===== src/include/mhc_regs.vh =====
`ifndef MHC_REGS_VH
`define MHC_REGS_VH
// ----------------------------------------
// register addresses (7-bit word address)
// ----------------------------------------
`define MHC_ADDR_MODE_SUPPLY 7'h01
`define MHC_ADDR_HW_CONTROL 7'h02
// ----------------------------------------
// mode/supply fields
// ----------------------------------------
`define MHC_MODE_HI 15
`define MHC_MODE_LO 14
`define MHC_MODE_NORMAL 2'h0
`define MHC_MODE_SLEEP 2'h1
`define MHC_MODE_STOP 2'h2
`define MHC_MODE_SOFTRST 2'h3
`define MHC_MS_WMASK 16'hc6a3
`define MHC_MS_POR 16'h0000
`define MHC_MS_RESTART_KEEP 16'h00a3
// ----------------------------------------
// hardware_control fields
// ----------------------------------------
`define MHC_HW_WAIT_BIT 12
`define MHC_HW_OV_BIT 11
`define MHC_HW_SH_BIT 10
`define MHC_HW_RDEL_BIT 9
`define MHC_HW_SRPIN_BIT 6
`define MHC_HW_WDHI_BIT 2
`define MHC_HW_WMASK 16'h1e44
`define MHC_HW_POR 16'h0000
`define MHC_HW_SOFT_KEEP 16'h0200
`define MHC_HW_RESTART_KEEP 16'h1240
// ----------------------------------------
// timing
// ----------------------------------------
`define MHC_CLK_NS 10
`define MHC_RD_LONG_MS 10
`define MHC_RD_SHORT_MS 2
`define MHC_SOFT_PULSE_CYC 5'h10
`endif


===== src/core/mhc_reset_timer.v =====
`timescale 1ns/10ps
// ----------------------------------------
// reset output release timer
// ----------------------------------------
module mhc_reset_timer #(
    parameter LONG_CYC = 1000000,
    parameter SHORT_CYC = 200000
) (
    clk,
    reset,
    clk_en,
    start,
    short_sel,
    busy
);
    input wire clk;
    input wire reset;
    input wire clk_en;
    input wire start;
    input wire short_sel;
    output reg busy;

    reg [20:0] cnt_q;

    always @(posedge clk) begin
        if (reset) begin
            cnt_q <= 21'h000000;
            busy <= 1'b0;
        end else if (clk_en) begin
            if (start) begin
                cnt_q <= short_sel ? SHORT_CYC[20:0] : LONG_CYC[20:0];
                busy <= 1'b1;
            end else if (cnt_q != 21'h000000) begin
                cnt_q <= cnt_q - 21'h000001;
                busy <= (cnt_q != 21'h000001);
            end else begin
                busy <= 1'b0;
            end
        end
    end
endmodule


===== src/core/mhc_ctrl_regs.v =====
`timescale 1ns/10ps
`include "mhc_regs.vh"
// Contract
// - stop to sleep mode change is ignored; the other fields of the write land
// - restart entry loads mode normal
// - write returns previously programmed value
// - mode/supply clears; restart keeps 7,5,1,0
// - bit12 selects long release wait growth
// - bit11 selects overvoltage threshold
// - bit10 high turns sample-hold off
// - bit9 selects 2 or 10 ms
// - bit6 low pulls reset_out_n on softreset
// - bit2 disables watchdog in stop
// - stop to normal clears bit2
// - reserved bits read zero, ignore writes
// - por clears; softreset keeps bit9 only
// - restart keeps bits 12,9,6
// - mode 00 normal,01 sleep,10 stop,11 reset
module mhc_ctrl_regs #(
    parameter RD_LONG_CYC = `MHC_RD_LONG_MS * 1000000 / `MHC_CLK_NS,
    parameter RD_SHORT_CYC = `MHC_RD_SHORT_MS * 1000000 / `MHC_CLK_NS
) (
    clk,
    reset,
    clk_en,
    wr_en,
    rd_en,
    addr,
    wdata,
    rdata,
    restart_evt,
    wdog_set_hi,
    mode,
    overtemp_release_wait_sel,
    supply_overvoltage_threshold_sel,
    sample_hold_off,
    reset_out_delay_sel,
    wdog_stop_disable_hi,
    reset_out_n,
    soft_reset_pulse
);
    input wire clk;
    input wire reset;
    input wire clk_en;
    input wire wr_en;
    input wire rd_en;
    input wire [6:0] addr;
    input wire [15:0] wdata;
    output reg [15:0] rdata;
    input wire restart_evt;
    input wire wdog_set_hi;
    output reg [1:0] mode;
    output reg overtemp_release_wait_sel;
    output reg supply_overvoltage_threshold_sel;
    output reg sample_hold_off;
    output reg reset_out_delay_sel;
    output reg wdog_stop_disable_hi;
    output reg reset_out_n;
    output reg soft_reset_pulse;

    // ----------------------------------------
    // state
    // ----------------------------------------
    reg [15:0] ms_q;
    reg [15:0] ms_d;
    reg [15:0] hw_q;
    reg [15:0] hw_d;
    reg soft_q;
    reg [4:0] pulse_cnt_q;
    reg restart_q;
    reg rd_start_q;
    reg [15:0] rd_mux;
    wire rd_busy;
    wire [1:0] cur_mode;
    wire [1:0] new_mode;
    wire wr_ms;
    wire wr_hw;

    assign cur_mode = ms_q[`MHC_MODE_HI:`MHC_MODE_LO];
    assign new_mode = wdata[`MHC_MODE_HI:`MHC_MODE_LO];
    assign wr_ms = wr_en && (addr == `MHC_ADDR_MODE_SUPPLY);
    assign wr_hw = wr_en && (addr == `MHC_ADDR_HW_CONTROL);

    // ----------------------------------------
    // next register values
    // ----------------------------------------
    always @* begin
        ms_d = ms_q;
        hw_d = hw_q;
        if (soft_q) begin
            ms_d = `MHC_MS_POR;
            hw_d = hw_q & `MHC_HW_SOFT_KEEP;
        end else if (restart_evt) begin
            ms_d = ms_q & `MHC_MS_RESTART_KEEP;
            ms_d[`MHC_MODE_HI:`MHC_MODE_LO] = `MHC_MODE_NORMAL;
            hw_d = hw_q & `MHC_HW_RESTART_KEEP;
        end else begin
            if (wr_ms) begin
                ms_d = wdata & `MHC_MS_WMASK;
                if (cur_mode == `MHC_MODE_STOP && new_mode == `MHC_MODE_SLEEP) begin
                    ms_d[`MHC_MODE_HI:`MHC_MODE_LO] = cur_mode;
                end
                // the soft reset code never lands in the mode field
                if (new_mode == `MHC_MODE_SOFTRST) begin
                    ms_d[`MHC_MODE_HI:`MHC_MODE_LO] = cur_mode;
                end
                if (cur_mode == `MHC_MODE_STOP && new_mode == `MHC_MODE_NORMAL) begin
                    hw_d[`MHC_HW_WDHI_BIT] = 1'b0;
                end
            end
            if (wr_hw) begin
                hw_d = wdata & `MHC_HW_WMASK;
            end
            if (wdog_set_hi) begin
                hw_d[`MHC_HW_WDHI_BIT] = 1'b1;
            end
        end
    end

    // ----------------------------------------
    // register state
    // ----------------------------------------
    always @(posedge clk) begin
        if (reset) begin
            ms_q <= `MHC_MS_POR;
            hw_q <= `MHC_HW_POR;
        end else if (clk_en) begin
            ms_q <= ms_d;
            hw_q <= hw_d;
        end
    end

    // ----------------------------------------
    // soft reset and restart sequencing
    // ----------------------------------------
    always @(posedge clk) begin
        if (reset) begin
            soft_q <= 1'b0;
            restart_q <= 1'b0;
            rd_start_q <= 1'b0;
            pulse_cnt_q <= 5'h00;
            soft_reset_pulse <= 1'b0;
        end else if (clk_en) begin
            // mode 11 is not stored: it fires one soft reset
            soft_q <= wr_ms && !soft_q && !restart_evt
                && (new_mode == `MHC_MODE_SOFTRST);
            soft_reset_pulse <= soft_q;
            restart_q <= restart_evt;
            // reset_out_n only pulled on soft reset when bit6 was low
            rd_start_q <= (soft_q && !hw_q[`MHC_HW_SRPIN_BIT]) || restart_evt;
            if (soft_q && !hw_q[`MHC_HW_SRPIN_BIT]) begin
                pulse_cnt_q <= `MHC_SOFT_PULSE_CYC;
            end else if (pulse_cnt_q != 5'h00) begin
                pulse_cnt_q <= pulse_cnt_q - 5'h01;
            end
        end
    end

    // ----------------------------------------
    // read select
    // ----------------------------------------
    always @* begin
        case (addr)
            `MHC_ADDR_MODE_SUPPLY: rd_mux = ms_q & `MHC_MS_WMASK;
            `MHC_ADDR_HW_CONTROL: rd_mux = hw_q & `MHC_HW_WMASK;
            default: rd_mux = 16'h0000;
        endcase
    end

    // ----------------------------------------
    // read-back
    // ----------------------------------------
    always @(posedge clk) begin
        if (reset) begin
            rdata <= 16'h0000;
        end else if (clk_en) begin
            // old value is captured before the write lands
            if (rd_en || wr_en) begin
                rdata <= rd_mux;
            end
        end
    end

    // ----------------------------------------
    // outputs
    // ----------------------------------------
    always @(posedge clk) begin
        if (reset) begin
            mode <= `MHC_MODE_NORMAL;
            overtemp_release_wait_sel <= 1'b0;
            supply_overvoltage_threshold_sel <= 1'b0;
            sample_hold_off <= 1'b0;
            reset_out_delay_sel <= 1'b0;
            wdog_stop_disable_hi <= 1'b0;
        end else if (clk_en) begin
            mode <= ms_q[`MHC_MODE_HI:`MHC_MODE_LO];
            overtemp_release_wait_sel <= hw_q[`MHC_HW_WAIT_BIT];
            supply_overvoltage_threshold_sel <= hw_q[`MHC_HW_OV_BIT];
            sample_hold_off <= hw_q[`MHC_HW_SH_BIT];
            reset_out_delay_sel <= hw_q[`MHC_HW_RDEL_BIT];
            wdog_stop_disable_hi <= hw_q[`MHC_HW_WDHI_BIT];
        end
    end

    // ----------------------------------------
    // reset output
    // ----------------------------------------
    always @(posedge clk) begin
        if (reset) begin
            reset_out_n <= 1'b0;
        end else if (clk_en) begin
            // held low while the release delay or the soft pulse runs
            reset_out_n <= !(rd_busy || rd_start_q || pulse_cnt_q != 5'h00);
        end
    end

    mhc_reset_timer #(
        .LONG_CYC(RD_LONG_CYC),
        .SHORT_CYC(RD_SHORT_CYC)
    ) u_rtimer (
        .clk(clk),
        .reset(reset),
        .clk_en(clk_en),
        .start(rd_start_q || restart_q),
        .short_sel(hw_q[`MHC_HW_RDEL_BIT]),
        .busy(rd_busy)
    );
endmodule


===== config.mk =====
export PLATFORM = sky130hd
export DESIGN_NAME = mhc_ctrl_regs
export DESIGN_NICKNAME = d
export VERILOG_FILES = /design/src/core/mhc_reset_timer.v /design/src/core/mhc_ctrl_regs.v
export VERILOG_INCLUDE_DIRS = /design/src /design/src/include
export SDC_FILE = /design/constraint.sdc
export NUM_CORES = 1
export LEC_CHECK = 0
export BUFFER_PORTS_ARGS = -buffer_cell sky130_fd_sc_hd__buf_4
export CAP_MARGIN = 20
export CELL_PAD_IN_SITES_DETAIL_PLACEMENT = 1
export CELL_PAD_IN_SITES_GLOBAL_PLACEMENT = 1
export CORE_MARGIN = 1.5
export CORE_UTILIZATION = 35
export CTS_CLUSTER_DIAMETER = 50
export DETAILED_ROUTE_END_ITERATION = 8
export PLACE_DENSITY_LB_ADDON = 0.1
export SYNTH_ARGS = -nofsm -noshare
export SYNTH_HDL_FRONTEND = slang
export SYNTH_HIERARCHICAL = 1
export SYNTH_SLANG_ARGS = --single-unit

===== constraint.sdc =====
create_clock -name clk -period 2.2 [get_ports clk]
set_clock_uncertainty 0.05 [all_clocks]
set_input_delay 0.44 -clock clk [delete_from_list [all_inputs] [get_ports clk]]
set_output_delay 0.44 -clock clk [all_outputs]
set_load 0.005 [all_outputs]

==> After elaboration in Yosys (flattened, before gate mapping) <==
Cells that the tools add are included.
{ "word_totals": {"output_inout_bits": 25, "wordCells": 92, "reg_bits": 81, "in_bits": 30} }
{ "op_classes": {"n_reduce_logical": 38, "eq_ne": 9, "n_addsub": 2, "bitwise_logic": 2, "n_mux": 19} }
{ "ops": {"columns": ["op", "count"], "rows": [
  ["$mux W16", 3],
  ["$mux W21", 2],
  ["$mux W13", 3],
  ["$pmux W16 S2", 1],
  ["$ne A21 B1 Y1 const B", 1],
  ["$reduce_bool A21 Y1", 1],
  ["$sub A21 B1 Y21 const B", 1],
  ["$mux W20", 1],
  ["$reduce_bool A5 Y1", 3],
  ["$mux W5", 2],
  ["$reduce_and A2 Y1", 5],
  ["$reduce_and A3 Y1", 3],
  ["$logic_and A1 B1 Y1", 8],
  ["$reduce_and A4 Y1", 2],
  ["$reduce_bool A2 Y1", 4],
  ["$eq A7 B1 Y1 const B", 1],
  ["$eq A7 B2 Y1 const B", 1],
  ["$ne A3 B3 Y1 const B", 2],
  ["$reduce_bool A3 Y1", 2],
  ["$logic_or A1 B1 Y1", 5],
  ["$mux W1", 5],
  ["$sub A5 B1 Y5 const B", 1],
  ["$eq A2 B2 Y1 const B", 2],
  ["$logic_not A1 Y1", 4],
  ["other kinds (5)", 7]
]} }

==> Longest topological paths before layout <==
{ "depth": {"depth_word": 8, "mapped_depth": 8, "ltp_nobuf": 7} }

==> Modules after synthesis <==
Netlist, hierarchy kept.
{ "by_module_without_submodules": {"columns": ["mod", "cells_per_inst", "n_inst", "seq_area_each_um2", "area_per_inst_um2"], "rows": [
  ["mhc_ctrl_regs", 211, 1, 860.8, 1949.4],
  ["mhc_reset_timer", 171, 1, 440.4, 1326.3]
]} }

==> Worst setup path before layout <==
OpenSTA, ideal clock, no wires.
{ "synth_timing": {"path_kind": "register -> register", "from": "register u_rtimer.cnt_q[8]", "to": "register u_rtimer.cnt_q[6]", "n_path_buf": 2, "required_time_ps": 2031, "setup_ps": 119, "stages_incl_launch_ff": 8, "arrival_ps": 2129, "setup_slack_ps": -97, "path_cell_list": "dfxtp_1 -> or4_1 -> buf_2 -> or4_4 -> o21ai_4 -> buf_6 -> nor2_1 -> o221a_1"} }
{ "synth_between": {"elab_chain_cells": 3} }
{ "synth_lines": {"columns": ["item", "line_no", "rtl"], "rows": [
  ["start, declared", "mhc_reset_timer.v:23", "reg [20:0] cnt_q;"],
  ["start signal, assigned", "mhc_reset_timer.v:31", "cnt_q <= short_sel ? SHORT_CYC[20:0] : LONG_CYC[20:0];"],
  ["start signal, assigned", "mhc_reset_timer.v:34", "cnt_q <= cnt_q - 21'h000001;"],
  ["$reduce_bool A21 Y1", "mhc_reset_timer.v:33", "end else if (cnt_q != 21'h000000) begin"],
  ["$reduce_bool A2 Y1 (no line)", null, null],
  ["$reduce_and A2 Y1 (no line)", null, null]
]} }
No other way between the ends.
A chain may end at the register's enable or synchronous reset.

==> Final worst setup path <==
{ "layout_timing": {"from": "register u_rtimer.cnt_q[11]", "to": "register u_rtimer.cnt_q[2]"} }
The elaborated chain is that of the path after synthesis.

==> results_dict.tcl <==
set metrics [dict create \
    cts-root-buf "clkbuf_8" \
    setup_tns_ns -0.00720 \
    num-nets-final 481 \
    grt_overflow 0 \
    slew_headroom_pct 64.3 \
    slew_viol_final 0 \
    syn_to_final_growth_pct 26.3 \
    synth.avg_cell_area_um2 8.57 \
    worstPathRequired_ns 2.42 \
    rsz0062_at_grt "true" \
    cts_tree "done" \
    power_density_mw_per_mm2 880 \
    synth.most_common_cell "dfxtp_1" \
    yosys-top-cells-count "dfxtp_1 (65), nor2_1 (45), a21oi_1 (30), nand2_1 (24), o21ai_0 (24)" \
    worstPathArrival_ns 2.43 \
    end_kind "flop" \
    io_pins 55 \
    cts.sinks 65 \
    max_freq_mhz 453 \
    grtUsageTotal_pct 20.8 \
    worst_slew_pin_slew_ns 0.529 \
    synth_ff_type "dfxtp_1" \
    synth-edff-count 0 \
    dr.first_iter.drc_count 83 \
    grt_pass1_wl_um 16200 \
    netlist_top_cells_area "dfxtp_1 (40%), nor2_1 (5.2%), a21oi_1 (4.6%)" \
    clk_path_buf_depth 2 \
    drt_wl_total_um 9700 \
    hpwl_um 6930 \
    crit_path_cell_trace "or4_4 > or4_4 > o21ai_4 > buf_6 > nor3b_1 > o21ba_2" \
    wire_per_inst_um 17.2 \
    drt-pass1-iter-count 4 \
    vdd_drop_max_mv 0.283 \
    routed_via_density 5.59 \
    dieWidth_um 99.7 \
    cp_max_fo 6 \
    syn_inst 382 \
    status "finished, violations left" \
    seq_area_frac_synth_pct 39.7 \
    ys_warn_count 6 \
    ant_nets 0 \
    clk_latency_ns 0.36 \
    grt_max_degree 32 \
    violations "negative setup slack" \
    critPathKind "flop to flop" \
    netlist_area_mm2 0.00328 \
    crit_top_cell "or4_4" \
    die_y_um 99.7 \
    grt_pass1_vias 3262 \
    post-route-drc-count 0 \
    finalCritPeriodShare_pct 100 \
    cts_max_level 3 \
    initial_core_util_pct 35.8 \
    core.rowCount 35 \
    core_mm2 0.00915 \
    die-area_mm2 0.00995 \
    setup_viol 1 \
    synthArstFlopShare_pct 0 \
    synth_top_area_share_pct 39.7 \
    n_antenna_cell 0 \
    finalPower_mw 3.64 \
    fillCellCount 1081 \
    slowest_stage "or4_4" \
    io_buffers 46 \
    clk_pin_slew_ns 0.10 \
    hold_viol 0 \
    hp-class "input pin to flop" \
    synth_seq_cells 65 \
    maxCapViolations 0 \
    ys_types 64 \
    place_congestion 0.774 \
    startpoint_type "flop" \
    yosys.area.top_type "dfxtp_1" \
    finalWorstSetupSlack_ns -0.00720 \
    cts_made_buffers 9 \
    p_leak_nw 1.66 \
    cp_slowest_stage_delay_ns 0.56 \
    antenna_found_initial 0 \
    vias 3148 \
    drive_gt1_share_pct 28.1 \
    min_period_ns 2.21 \
]
[layout by cell type, fill, tap and decap left out, types with 9 or more instances in the layout]
| cell | netlist | routed |
|---|---|---|
| nand2_1 | 24 | 24 |
| nand3_1 | 9 | 9 |
| dfxtp_1 | 65 | 64 |
| clkbuf_8 | 0 | 9 |
| buf_4 | 6 | 72 |
| a22oi_1 | 11 | 11 |
| mux2i_1 | 12 | 12 |
| a21oi_1 | 30 | 30 |
| inv_1 | 11 | 11 |
| o21ai_0 | 24 | 19 |
| nor2_1 | 45 | 44 |
| nor3_1 | 10 | 10 |
[repair_timing]
item / CTS / global route
pin swaps: 2 / 13
setup buffers: 1 / 0
endpoints found under the setup margin: 11 / 20
endpoints found under the hold margin: 0 / 0
gates resized for setup: 0 / 21
hold buffers: 0 / 0
[layer usage]
metal | GRT usage [%] | part of all wire, %
met3 | 3.72 | 3.4
met4 | 10.5 | 2.7
met2 | 34.5 | 49
met5 | 0 | 0
met1 | 25.8 | 45
[worst max-delay path, delay by kind of cell, from the launching register on]
family,cells,cell delay [ns]
AO/OA/AOI/OAI,2,0.47
buffers and inverters,1,0.15
flip-flops,1,0.33
AND/OR/NAND/NOR,3,1.13
[state kept, by name (all words and copies together) (netlist names), 2 cells and up]
register and cells:
pulse_cnt_q 5, u_rtimer/cnt_q 21, hw_q 6, rdata 12, mode 2, ms_q 8
[path summary, 6_finish.rpt]
kind	startpoint	to	slack (ns)	cells past startpoint
max reg2reg	u_rtimer/cnt_q[11]$_SDFFE_PP0P_	u_rtimer/cnt_q[2]$_SDFFE_PP0P_	-0.007	6
min	wdata[0]	ms_q[0]$_SDFFE_PP0P_	0.24	2
min reg2reg	ms_q[10]$_SDFFE_PP0P_	rdata[10]$_SDFFE_PP0P_	0.42	2
max	u_rtimer/cnt_q[11]$_SDFFE_PP0P_	u_rtimer/cnt_q[2]$_SDFFE_PP0P_	-0.007	6
[per-stage QoR]
stage	setup WS, ns	area, um^2	util (%)	hold WS, ns	instances
after floorplan	0.0159	3290	-	0.391	385
after global placement	0.0281	3860	42.1	0.411	546
after detailed placement	0.00561	3860	42.1	0.410	546
after CTS	0.00422	4070	44.5	0.225	563
after global routing	-0.0582	4140	45.2	0.222	563
final	-0.00720	4140	45.2	0.235	563
[layout make-up]
cell class              instances  area (um^2)  share of cell area [%]
multi-input cells             283         1850                    44.8
flip-flops and latches         65         1300                    31.5
repair buffers                 77          597                    14.4
well taps                     111          139                    3.36
clock buffers                   9          124                    2.99
clock inverters                 7         81.3                    1.97
inverters                      11         41.3                   0.998
[logic make-up (layout without fill, tap and decap cells)]
kind of cell	Yosys count	after routing	share of synthesized area (%)
other	1	4	0.114
xor gates and xnor gates	2	2	0.535
buffers and inverters	37	104	5.50
muxes	13	13	4.01
adders and majority gates	4	4	1.53
DFF	65	65	39.7
AOI/OAI and AO/OA	106	106	21.8
and+or+nand+nor	154	154	26.8
[report_power, final]
group / internal [mW] / switching [mW] / leakage, nW
Clock: 0.542 / 0.562 / 0.101
Combinational: 0.528 / 0.633 / 1.03
Sequential: 1.28 / 0.0998 / 0.529
Power figures use the tool's default switching activity.
